File: src/design/pstg_pkg.sv
// Constants for the pulse start timing generator
package pstg_pkg;
    localparam int unsigned CHANNELS         = 4;
    localparam logic [7:0]  ADDR_TRIG_CTRL   = 8'h00;
    localparam logic [7:0]  ADDR_COMPARE0    = 8'h04;
    localparam logic [7:0]  ADDR_MODE_CTRL   = 8'h14;
    localparam logic [7:0]  ADDR_COUNT       = 8'h18;
    localparam int unsigned STOP_LSB         = 12;
    localparam int unsigned CLK_SEL_LSB      = 10;
    localparam int unsigned RUNNING_BIT      = 9;
    localparam int unsigned START_BIT        = 8;
    localparam logic [1:0]  CLK_SEL_RESET    = 2'h0;
    localparam logic [7:0]  COMPARE_RESET    = 8'h00;
    localparam logic [3:0]  SELECT_RESET     = 4'h0;
    localparam logic [7:0]  COUNT_RESET      = 8'h00;
    localparam logic [7:0]  COUNT_MAX        = 8'hFF;
    localparam logic [5:0]  DIV_LAST_2       = 6'h01;
    localparam logic [5:0]  DIV_LAST_8       = 6'h07;
    localparam logic [5:0]  DIV_LAST_32      = 6'h1F;
    localparam logic [5:0]  DIV_LAST_64      = 6'h3F;
    localparam logic [1:0]  HTRANS_NONSEQ    = 2'h2;
endpackage : pstg_pkg

File: src/design/pstg_chan_if.sv
// Signals between the counter core and one start channel
interface pstg_chan_if;
    logic [7:0] count;
    logic       running;
    logic [7:0] compare;
    logic       stop;
    logic       start;
    modport core (output count, output running, output compare, output stop, input start);
    modport chan (input count, input running, input compare, input stop, output start);
endinterface : pstg_chan_if

File: src/design/pstg_channel.sv
// One start channel: compare match latch with stop
module pstg_channel (
    input  wire logic   hclk,
    input  wire logic   hresetn,
    pstg_chan_if.chan   ch
);
    logic start_reg;
    logic match;
    logic at_compare;
    logic at_compare_reg;

    // Zero compare never matches, so a channel can stay idle for a whole count
    assign at_compare = ch.running && (ch.compare == ch.count) && (ch.compare != pstg_pkg::COMPARE_RESET);
    // Only the cycle in which the count arrives is a match: a stop written while
    // the count still rests on the compare value must not be undone a cycle later
    assign match = at_compare && !at_compare_reg; // RULE_04 RULE_09

    always_ff @(posedge hclk or negedge hresetn) begin
        if (!hresetn) begin
            at_compare_reg <= 1'b0;
        end else begin
            at_compare_reg <= at_compare;
        end
    end

    always_ff @(posedge hclk or negedge hresetn) begin
        if (!hresetn) begin
            start_reg <= 1'b0;
        end else if (ch.stop) begin
            start_reg <= 1'b0; // RULE_06 RULE_09
        end else if (match) begin
            start_reg <= 1'b1; // RULE_04 RULE_05
        end
    end

    assign ch.start = start_reg;
endmodule // pstg_channel

File: src/design/pstg_top.sv
// Pulse start timing generator: AHB-Lite registers, 8-bit upcounter, four start channels
// Operation
// RULE_01: Software reads running flag and initialises only once counter stopped.
// RULE_02: Channel start output passes only when its start source select bit is 1.
// RULE_03: Writing 1 to counter start bit makes the upcounter begin counting.
// RULE_04: Count equal to channel compare value asserts that channel's start signal.
// RULE_05: Asserted start signal stays asserted until software stops that channel.
// RULE_06: Writing 0 to trigger stop bit negates start; writing 1 does nothing.
// RULE_07: Counter halts by itself at 0xFF; new start counts again from zero.
// RULE_08: Clock select codes 00..11 give divide by 2, 8, 32, 64; reset 00.
// RULE_09: Stop write and compare match together leave start signal negated.
// RULE_10: Software programs compare zero for a channel that must not start.
//
// Added by the designer: the AHB-Lite slave port and the register addresses.
module pstg_top (
    input  wire logic        hclk,
    input  wire logic        hresetn,
    input  wire logic        hsel,
    input  wire logic [31:0] haddr,
    input  wire logic [1:0]  htrans,
    input  wire logic        hwrite,
    input  wire logic [2:0]  hsize,
    input  wire logic [31:0] hwdata,
    input  wire logic        hready,
    output logic      [31:0] hrdata,
    output logic             hreadyout,
    output logic             hresp,
    output logic      [3:0]  start_out
);
    localparam int unsigned N = pstg_pkg::CHANNELS;

    logic        wr_pend_reg;
    logic [7:0]  wr_addr_reg;
    logic [1:0]  clk_sel_reg;
    logic [3:0]  select_reg;
    logic [7:0]  compare_reg [N];
    logic        running_reg;
    logic [7:0]  count_reg;
    logic [5:0]  div_reg;
    logic [5:0]  div_last;
    logic        tick;
    logic        addr_take;
    logic        wr_trig;
    logic        start_req;
    logic [3:0]  stop_req;
    logic [3:0]  chan_start;
    logic [31:0] rd_value;
    logic [7:0]  rd_addr;
    logic        wr_mode;
    logic [1:0]  clk_sel_rd;
    logic [3:0]  select_rd;
    logic [7:0]  compare_rd [N];
    logic        running_rd;
    logic [7:0]  count_rd;

    assign addr_take = hsel && hready && (htrans == pstg_pkg::HTRANS_NONSEQ);
    assign rd_addr   = haddr[7:0];
    assign wr_trig   = wr_pend_reg && (wr_addr_reg == pstg_pkg::ADDR_TRIG_CTRL);
    assign start_req = wr_trig && hwdata[pstg_pkg::START_BIT]; // RULE_03
    assign wr_mode   = wr_pend_reg && (wr_addr_reg == pstg_pkg::ADDR_MODE_CTRL);

    // hsize ignored: every register is one whole word
    always_ff @(posedge hclk or negedge hresetn) begin
        if (!hresetn) begin
            wr_pend_reg <= 1'b0;
            wr_addr_reg <= 8'h00;
        end else begin
            wr_pend_reg <= addr_take && hwrite;
            wr_addr_reg <= rd_addr;
        end
    end

    always_ff @(posedge hclk or negedge hresetn) begin
        if (!hresetn) begin
            clk_sel_reg <= pstg_pkg::CLK_SEL_RESET;
            select_reg  <= pstg_pkg::SELECT_RESET;
        end else if (wr_pend_reg) begin
            if (wr_addr_reg == pstg_pkg::ADDR_TRIG_CTRL) begin
                clk_sel_reg <= hwdata[pstg_pkg::CLK_SEL_LSB +: 2]; // RULE_08
            end
            if (wr_addr_reg == pstg_pkg::ADDR_MODE_CTRL) begin
                select_reg <= hwdata[3:0];
            end
        end
    end

    always_ff @(posedge hclk or negedge hresetn) begin
        if (!hresetn) begin
            for (int i = 0; i < N; i++) begin
                compare_reg[i] <= pstg_pkg::COMPARE_RESET;
            end
        end else if (wr_pend_reg) begin
            for (int i = 0; i < N; i++) begin
                if (wr_addr_reg == pstg_pkg::ADDR_COMPARE0 + 8'(4 * i)) begin
                    compare_reg[i] <= hwdata[7:0];
                end
            end
        end
    end

    // Stop bits act on a written 0 only
    assign stop_req = wr_trig ? ~hwdata[pstg_pkg::STOP_LSB +: 4] : 4'h0; // RULE_06

    always_comb begin
        unique case (clk_sel_reg)
            2'h0: div_last = pstg_pkg::DIV_LAST_2;
            2'h1: div_last = pstg_pkg::DIV_LAST_8;
            2'h2: div_last = pstg_pkg::DIV_LAST_32;
            2'h3: div_last = pstg_pkg::DIV_LAST_64;
        endcase
    end

    assign tick = running_reg && (div_reg == div_last); // RULE_08

    // Prescaler restarts with the counter so the first step is a full divided period
    always_ff @(posedge hclk or negedge hresetn) begin
        if (!hresetn) begin
            div_reg <= 6'h00;
        end else if (start_req || !running_reg || tick) begin
            div_reg <= 6'h00;
        end else begin
            div_reg <= div_reg + 6'h01;
        end
    end

    // A start while running restarts only the prescaler; software must wait for the running flag to drop
    always_ff @(posedge hclk or negedge hresetn) begin
        if (!hresetn) begin
            running_reg <= 1'b0;
            count_reg   <= pstg_pkg::COUNT_RESET;
        end else if (start_req && !running_reg) begin
            running_reg <= 1'b1; // RULE_03
            count_reg   <= pstg_pkg::COUNT_RESET; // RULE_07
        end else if (tick) begin
            if (count_reg == pstg_pkg::COUNT_MAX) begin
                running_reg <= 1'b0; // RULE_07
            end else begin
                count_reg <= count_reg + 8'h01;
            end
        end
    end

    for (genvar g = 0; g < N; g++) begin : g_chan
        pstg_chan_if link ();
        assign link.count   = count_reg;
        assign link.running = running_reg;
        assign link.compare = compare_reg[g];
        assign link.stop    = stop_req[g];
        assign chan_start[g] = link.start;
        pstg_channel u_chan (
            .hclk    (hclk),
            .hresetn (hresetn),
            .ch      (link)
        );
    end

    always_ff @(posedge hclk or negedge hresetn) begin
        if (!hresetn) begin
            start_out <= 4'h0;
        end else begin
            start_out <= chan_start & select_reg; // RULE_02
        end
    end

    // A read whose address phase meets the data phase of a write must see the word
    // being written, so the pending write is forwarded instead of stalling the bus
    always_comb begin
        clk_sel_rd = clk_sel_reg;
        select_rd  = select_reg;
        running_rd = running_reg;
        count_rd   = count_reg;
        for (int i = 0; i < N; i++) begin
            compare_rd[i] = compare_reg[i];
        end
        if (wr_trig) begin
            clk_sel_rd = hwdata[pstg_pkg::CLK_SEL_LSB +: 2];
        end
        if (start_req && !running_reg) begin
            running_rd = 1'b1;
            count_rd   = pstg_pkg::COUNT_RESET;
        end
        if (wr_mode) begin
            select_rd = hwdata[3:0];
        end
        for (int i = 0; i < N; i++) begin
            if (wr_pend_reg && (wr_addr_reg == pstg_pkg::ADDR_COMPARE0 + 8'(4 * i))) begin
                compare_rd[i] = hwdata[7:0];
            end
        end
    end

    always_comb begin
        rd_value = 32'h0000_0000;
        if (rd_addr == pstg_pkg::ADDR_TRIG_CTRL) begin
            rd_value[pstg_pkg::STOP_LSB +: 4]    = 4'hF;
            rd_value[pstg_pkg::CLK_SEL_LSB +: 2] = clk_sel_rd;
            rd_value[pstg_pkg::RUNNING_BIT]      = running_rd; // RULE_01
        end else if (rd_addr == pstg_pkg::ADDR_MODE_CTRL) begin
            rd_value[3:0] = select_rd;
        end else if (rd_addr == pstg_pkg::ADDR_COUNT) begin
            rd_value[7:0] = count_rd;
        end else begin
            for (int i = 0; i < N; i++) begin
                if (rd_addr == pstg_pkg::ADDR_COMPARE0 + 8'(4 * i)) begin
                    rd_value[7:0] = compare_rd[i];
                end
            end
        end
    end

    // Read data is captured in the address phase so hrdata comes from a flop with no wait state
    always_ff @(posedge hclk or negedge hresetn) begin
        if (!hresetn) begin
            hrdata    <= 32'h0000_0000;
            hreadyout <= 1'b1;
            hresp     <= 1'b0;
        end else begin
            hreadyout <= 1'b1;
            hresp     <= 1'b0;
            if (addr_take && !hwrite) begin
                hrdata <= rd_value;
            end
        end
    end
endmodule // pstg_top

File: config.mk
export PLATFORM = sky130hd
export DESIGN_NAME = pstg_top
export DESIGN_NICKNAME = d
export VERILOG_FILES = /design/src/design/pstg_pkg.sv /design/src/design/pstg_chan_if.sv /design/src/design/pstg_channel.sv /design/src/design/pstg_top.sv
export SDC_FILE = /design/constraint.sdc
export NUM_CORES = 1
export LEC_CHECK = 0
export BUFFER_PORTS_ARGS = -buffer_cell sky130_fd_sc_hd__buf_2
export CAP_MARGIN = 20
export CORE_MARGIN = 4
export CORE_UTILIZATION = 57
export DETAILED_ROUTE_END_ITERATION = 6
export GPL_TIMING_DRIVEN = 0
export HOLD_SLACK_MARGIN = 0.1
export PLACE_DENSITY = 0.86
export SLEW_MARGIN = 20
export SYNTH_ARGS = -nofsm -noshare
export SYNTH_HDL_FRONTEND = slang
export SYNTH_HIERARCHICAL = 1
export SYNTH_SLANG_ARGS = --single-unit
File: constraint.sdc
create_clock -name hclk -period 4.5 [get_ports hclk]
set_clock_uncertainty 0.1 [all_clocks]
set_input_delay 0.45 -clock hclk [delete_from_list [all_inputs] [get_ports hclk]]
set_output_delay 0.45 -clock hclk [all_outputs]
set_load 0.01 [all_outputs]
==> results by group, run 1 <==
Clock tree
  • Clock-pin slew on the worst setup and hold paths: 0.09 ns
  • CTS Buf Count: 9
  • Clock root buffer: clkbuf_8
  • # clock sinks: 86
  • Longest Clk Path Bufs: 2
  • Later-pin clock latency in the skew report: 0.38 ns
  • Post-CTS sizing: 0
  • Postcts setup bufs: 0
  • CTS Hold Bufs: 4
  • TritonCTS clock tree: yes
  • Htree depth: 3

Setup path
  • Reg2Reg Depth: 7
  • Largest stage delay, worst path: 0.71 ns
  • CP max stage cell: nor4_1
  • CP arrival: 3.13 ns
  • Crit-path cells: dlygate4sd3_1 -> buf_2 -> nor4_1 -> nand4b_1 -> o221ai_1 -> a31oi_1 -> o31ai_1
  • Crit start category: input pin
  • Worst-path fanout max: 8
  • Crit. End Element: register
  • Critical path class: input pin to register
  • Data required, critical path: 4.67 ns

Pwr
  • Peak supply drop: 0.151 mV
  • Leak: 2.63 nW
  • Pwr dens: 312 mW/mm^2

Logic synthesis
  • Yosys warning count: 6
  • Sequential area share after synthesis: 0.472
  • Synth unique cells: 56
  • Dominant cells by area after synthesis: dfrtp_1 47%, xnor2_1 7.1%, mux2i_1 5.5%, buf_4 3.6%, inv_1 2.6%
  • Post-synth top area share: 0.472
  • Gate Count Post-Synth: 434
  • Top_reg_cell synth: dfrtp_1
  • Post-synthesis cell area: 0.00456 sq mm
  • Synth async-reset ratio: 1.00
  • Avg Inst Size Synth: 10.5 sq um
  • Synth area leader: dfrtp_1
  • EDFF count, synth: 0
  • Seq cells post-synth: 86

Job
  • Max Cap Viol: 0

Global route
  • Initial antenna violation count: 0
  • Largest net degree at the start of global routing: 45
  • Vias in the first global route: 3618
  • Global-route wire length before repair: 18500 um
  • GR Util All Layers: 0.251
  • Grt ovf: 0

Die
  • FP Rows: 32
  • Die Footprint: 0.00950 sq mm
  • Core footprint: 0.00777 sq mm
  • Die W: 97.5 um
  • IO Pins: 112
  • Initial Util: 0.587
  • Vert. Die Dim: 97.5 um

Placed design
  • Placed Area: 0.00501 sq mm
  • Worst slack at placement: 1.76 ns
  • DP HPWL: 8410 um
  • Port Buf Inserts: 48
  • GP Congestion: 0.932

STA
  • Relative slew slack: 0.454
  • Final setup fails: 0
  • Fin Setup TNS: 0 ns
  • Pins Over Slew Limit: 0
  • Final worst setup slack: 1.55 ns
  • Period minus WS final: 2.95 ns
  • RSZ-0062 raised after global routing: no
  • Worst Tran Pin Value: 0.811 ns
  • Fmax: 0.339 GHz
  • Final hold viol count: 0
  • Final period util: 0.656

Cells and area
  • Antenna Cells: 0
  • Largest register FFs: 32
  • Final nets: 592
  • Layout cells sized above 1: 0.232
  • Post-route cell area: 0.00531 sq mm
  • Area delta synth->final: 16.4%

Route
  • Drt wl/cell: 18.9 um
  • Routed via count: 3635
  • DR iter-0 viols: 247
  • DRT Pass-1 Iters: 5
  • Remaining antenna violation count: 0
  • Routed Wire Length: 11800 um
  • Residual DRC: 0
  • Via/cell ratio: 5.83

Min path
  • Cell depth of the worst min-delay path: 1
  • Hold crit path type: input pin to register

Outcome
  • Status: completed
[worst max-delay path, delay by kind of cell]
kind	cells	cell delay, ns
and+or+nand+nor	2	1.25
buffers and inverters	2	0.67
AOI/OAI and AO/OA	3	0.75
[cells in the mapped netlist, types with 2 or more instances]
| master | n |
|---|---|
| a21oi_1 | 16 |
| a22o_1 | 3 |
| a31o_2 | 2 |
| a31oi_1 | 4 |
| and2_1 | 4 |
| and3_1 | 5 |
| buf_4 | 22 |
| buf_6 | 2 |
| clkbuf_1 | 8 |
| conb_1 | 2 |
| dfrtp_1 | 86 |
| ha_1 | 2 |
| inv_1 | 31 |
| mux2_2 | 5 |
| mux2_4 | 7 |
| mux2i_1 | 25 |
| nand2_1 | 27 |
| nand2b_1 | 13 |
| nand3_1 | 13 |
| nand3b_1 | 2 |
| nand4_1 | 7 |
| nand4b_1 | 2 |
| nor2_1 | 23 |
| nor3_1 | 7 |
| nor3_4 | 2 |
| o211ai_1 | 2 |
| o211ai_2 | 4 |
| o21a_1 | 2 |
| o21ai_0 | 8 |
| o21ai_1 | 3 |
| o221a_1 | 3 |
| o221ai_1 | 7 |
| o31ai_1 | 4 |
| o41ai_1 | 4 |
| or2_2 | 6 |
| or3_1 | 4 |
| or4_1 | 9 |
| or4b_2 | 2 |
| xnor2_1 | 37 |
| xor2_1 | 3 |
[power by group]
part,switching [W],internal (W),total [W]
combinational,0.0000805,0.0000755,0.000156
sequential,0.0000305,0.000796,0.000826
clock,0.000301,0.000372,0.000673
total,0.000412,0.00124,0.00165
[metal layers]
metal  up-vias  global-route usage  wire, um
li1       1660                   -         -
met5         -                   0         0
met2       146               0.410      5680
met3        35              0.0646       730
met4         0               0.106       431
met1      1794               0.316      4910
[layout make-up]
cell class              count  area (sq um)
fillers                   608          2460
flip-flops and latches     86          2150
multi-input cells         301          2130
repair buffers             54           313
plain buffers              33           223
well taps                 102           128
clock buffers               9           124
clock inverters             7           121
inverters                  31           116
[placed cells by master, fill, tap and decap left out, types with 3 or more instances in the layout]
master	Yosys	routed
dfrtp_1	86	86
buf_2	1	48
xnor2_1	37	37
inv_1	31	31
nand2_1	27	27
mux2i_1	25	25
nor2_1	23	23
buf_4	22	23
conb_1	2	19
a21oi_1	16	16
nand3_1	13	13
nand2b_1	13	13
or4_1	9	9
clkbuf_8	0	9
o21ai_0	8	8
clkbuf_1	8	8
nor3_1	7	7
mux2_4	7	7
nand4_1	7	7
o221ai_1	7	7
or2_2	6	6
mux2_2	5	5
and3_1	5	5
dlygate4sd3_1	0	5
and2_1	4	4
or3_1	4	4
a31oi_1	4	4
o31ai_1	4	4
o211ai_2	4	4
o41ai_1	4	4
xor2_1	3	3
o221a_1	3	3
o21ai_1	3	3
a22o_1	3	3
bufinv_16	0	3
[per-stage QoR]
stage / hold slack (ns) / power [W] / util / cells
floorplan: 0.0544 / 0.000922 / - / 451
global placement: 0.357 / 0.000982 / 0.643 / 601
detailed placement: 0.364 / 0.000991 / 0.646 / 602
CTS: 0.100 / 0.00165 / 0.682 / 622
global route: 0.108 / 0.00171 / 0.684 / 623
finish: 0.103 / 0.00165 / 0.684 / 623
[worst paths after layout]
check | from | end | slack (ns)
max reg2reg | wr_addr_reg[1] | hrdata[2] | 1.71
min in group asynchronous | hresetn | g_chan[1].u_chan/at_compare_reg | 0.50
max in group asynchronous | hresetn | count_reg[3] | 3.17
max | haddr[4] | hrdata[5] | 1.55
min | haddr[6] | wr_addr_reg[6] | 0.10
min reg2reg | g_chan[2].u_chan/ch.start | g_chan[2].u_chan/ch.start | 0.39
[cell families (layout without fill, tap and decap cells)]
family | Yosys count | count (layout) | synth area share
compound gates | 68 | 68 | 0.109
xor+xnor | 40 | 40 | 0.0768
fa+ha+maj | 2 | 2 | 0.00549
buf+inv | 64 | 134 | 0.0743
flops | 86 | 86 | 0.472
mux | 37 | 37 | 0.0903
other cells | 2 | 19 | 0.00165
simple gates | 135 | 135 | 0.171
(Power assumes the default switching activity.)
==> run 2: changes to the inputs <==
--- a/config.mk
+++ b/config.mk
@@ -8,11 +8,11 @@
 export BUFFER_PORTS_ARGS = -buffer_cell sky130_fd_sc_hd__buf_2
 export CAP_MARGIN = 20
 export CORE_MARGIN = 4
-export CORE_UTILIZATION = 57
+export CORE_UTILIZATION = 54
 export DETAILED_ROUTE_END_ITERATION = 6
 export GPL_TIMING_DRIVEN = 0
 export HOLD_SLACK_MARGIN = 0.1
-export PLACE_DENSITY = 0.86
+export PLACE_DENSITY = 0.83
 export SLEW_MARGIN = 20
 export SYNTH_ARGS = -nofsm -noshare
 export SYNTH_HDL_FRONTEND = slang
==> constraint.sdc (replaced) <==
create_clock -name hclk -period 3.1 [get_ports hclk]
set_clock_uncertainty 0.1 [all_clocks]
set_input_delay 0.31 -clock hclk [delete_from_list [all_inputs] [get_ports hclk]]
set_output_delay 0.31 -clock hclk [all_outputs]
set_load 0.01 [all_outputs]
==> results by group, run 2 (synthesis results as in run 1) <==
Setup path
  • Crit start category: input pin (unchanged)
  • Worst-path fanout max: 10 (was 8)
  • Crit. End Element: register (unchanged)
  • Critical path class: input pin to register (unchanged)
  • CP arrival: 2.91 ns (was 3.13 ns)
  • Data required, critical path: 3.26 ns (was 4.67 ns)

STA
  • Fmax: 0.364 GHz
  • RSZ-0062 raised after global routing: no (unchanged)
  • Worst Tran Pin Value: 0.646 ns (was 0.811 ns)
  • Final setup fails: 0 (unchanged)
  • Period minus WS final: 2.75 ns
  • Fin Setup TNS: 0 ns (unchanged)
  • Pins Over Slew Limit: 0 (unchanged)
  • Final hold viol count: 0 (unchanged)
  • Relative slew slack: 0.568 (was 0.454)
  • Final period util: 0.887

Die
  • Initial Util: 0.555 (was 0.587)
  • Core footprint: 0.00822 sq mm (was 0.00777 sq mm)
  • Die W: 99.9 um (was 97.5 um)
  • Vert. Die Dim: 99.9 um (was 97.5 um)
  • FP Rows: 33 (was 32)
  • IO Pins: 112 (unchanged)
  • Die Footprint: 0.00998 sq mm (was 0.00950 sq mm)

Route
  • Met3 wire length: 766 um (was 730 um)
  • DR WL met2: 5720 um (was 5680 um)
  • Drt wl/cell: 18.4 um (was 18.9 um)
  • Routed via count: 3693 (was 3635)
  • Max layer used: met4 (unchanged)
  • DR iter-0 viols: 305 (was 247)
  • DRT Pass-1 Iters: 5 (unchanged)
  • Via/cell ratio: 5.85 (was 5.83)
  • Routed met1 length: 4660 um (was 4910 um)
  • Remaining antenna violation count: 0 (unchanged)
  • Routed Wire Length: 11600 um (was 11800 um)
  • Residual DRC: 0 (unchanged)

Cells and area
  • Layout cells sized above 1: 0.228 (was 0.232)
  • Filler Cells Inserted: 640 (was 608)
  • Most common cell after layout, fill and taps aside: dfrtp_1 (unchanged)
  • Finished Core Util: 0.649 (was 0.684)
  • Antenna Cells: 0 (unchanged)
  • Largest register FFs: 32 (unchanged)
  • Area delta synth->final: 16.9% (was 16.4%)
  • Final nets: 598 (was 592)
  • Most frequent cells in the layout: 86 x dfrtp_1, 48 x buf_2, 37 x xnor2_1, 31 x inv_1, 27 x nand2_1 (unchanged)

Clock tree
  • Clock root buffer: clkbuf_8 (unchanged)
  • Longest Clk Path Bufs: 2 (unchanged)
  • CTS Buf Count: 9 (unchanged)
  • # clock sinks: 86 (unchanged)
  • Later-pin clock latency in the skew report: 0.36 ns (was 0.38 ns)
  • TritonCTS clock tree: yes (unchanged)
  • Clock-pin slew on the worst setup and hold paths: 0.08 ns (was 0.09 ns)
  • Htree depth: 3 (unchanged)

Global route
  • Grt ovf: 0 (unchanged)
  • Largest net degree at the start of global routing: 59 (was 45)
  • GR Util All Layers: 0.243 (was 0.251)
  • Global-route wire length before repair: 18600 um (was 18500 um)
  • Initial antenna violation count: 0 (unchanged)
  • Vias in the first global route: 3645 (was 3618)

Outcome
  • Status: completed (unchanged)

Pwr
  • Pwr dens: 416 mW/mm^2 (was 312 mW/mm^2)
  • Leak: 2.63 nW (about the same)
  • Peak supply drop: 0.266 mV (was 0.151 mV)

Placed design
  • DP HPWL: 8510 um (was 8410 um)
  • GP Congestion: 0.976 (was 0.932)
  • Port Buf Inserts: 48 (unchanged)

Job
  • Max Cap Viol: 0 (unchanged)

Min path
  • Hold crit path type: input pin to register (unchanged)
[run 2: cell types whose count changed in the layout (fill, tap and decap cells not counted), sizes merged]
cell | before | now
clkinv | 3 | 2
bufinv | 3 | 1
clkinvlp | 0 | 1
dlygate4sd3 | 5 | 11
clkbuf | 17 | 19
inv | 32 | 31
[run 2: where the power goes]
group / internal [W] / total, W / switching (W) / leakage (nW)
combinational: 0.000116 / 0.000232 / 0.000117 / 1.44
clock: 0.000388 / 0.000787 / 0.000399 / 0.0952
sequential: 0.00116 / 0.00120 / 0.0000448 / 1.09
[run 2: through the flow]
step	worst slack [ns]	cell area [sq um]	instances	power [W]	hold WS (ns)
floorplan	0.645	4620	451	0.00134	-0.0856
global placement	0.430	5000	604	0.00142	0.338
detailed placement	0.405	5030	605	0.00144	0.158
CTS	0.276	5330	631	0.00222	0.104
global route	0.232	5330	631	0.00230	0.120
finish	0.352	5330	631	0.00222	0.113
[run 2: layer usage]
layer,vias up,GRT usage
met4,0,0.125
met2,163,0.401
met3,40,0.0473
met1,1826,0.305
li1,1664,-
met5,-,0
[run 2: layout make-up]
| type | instances | area [sq um] | share of cell area |
|---|---|---|---|
| inverters | 31 | 116 | 0.0218 |
| flip-flops and latches | 86 | 2150 | 0.404 |
| repair buffers | 60 | 380 | 0.0713 |
| clock buffers | 11 | 141 | 0.0265 |
| plain buffers | 33 | 223 | 0.0418 |
| clock inverters | 4 | 47.5 | 0.00892 |
| well taps | 105 | 131 | 0.0246 |
| multi-input cells | 301 | 2140 | 0.401 |
[run 2: critical path: stages]
cell and delay [ns]:
dlygate4sd3_1 0.53, buf_2 0.14, or4b_2 0.72, nor3_1 0.23, nand2_1 0.18, clkbuf_1 0.26, o21ai_0 0.20, a31oi_1 0.08
o31ai_1 0.26
[run 2: worst paths after layout]
| path | cells after the start | slack, ns | from | to |
|---|---|---|---|---|
| max in group asynchronous | 3 | 1.97 | hresetn | count_reg[7] |
| min in group asynchronous | 2 | 0.31 | hresetn | wr_addr_reg[4] |
| setup reg to reg | 7 | 0.36 | wr_addr_reg[1] | hrdata[3] |
| setup / recovery | 9 | 0.35 | haddr[5] | hrdata[5] |
| hold reg to reg | 2 | 0.38 | hrdata[11] | hrdata[11] |
| hold / removal | 3 | 0.11 | hwrite | wr_pend_reg |
[run 2: repair_timing]
item                       4_1_cts  5_1_grt
buffers inserted                 0        0
setup endpoints to repair        0        3
hold endpoints to repair        38        0
hold buffers                    11        0
gates resized for setup          0        1
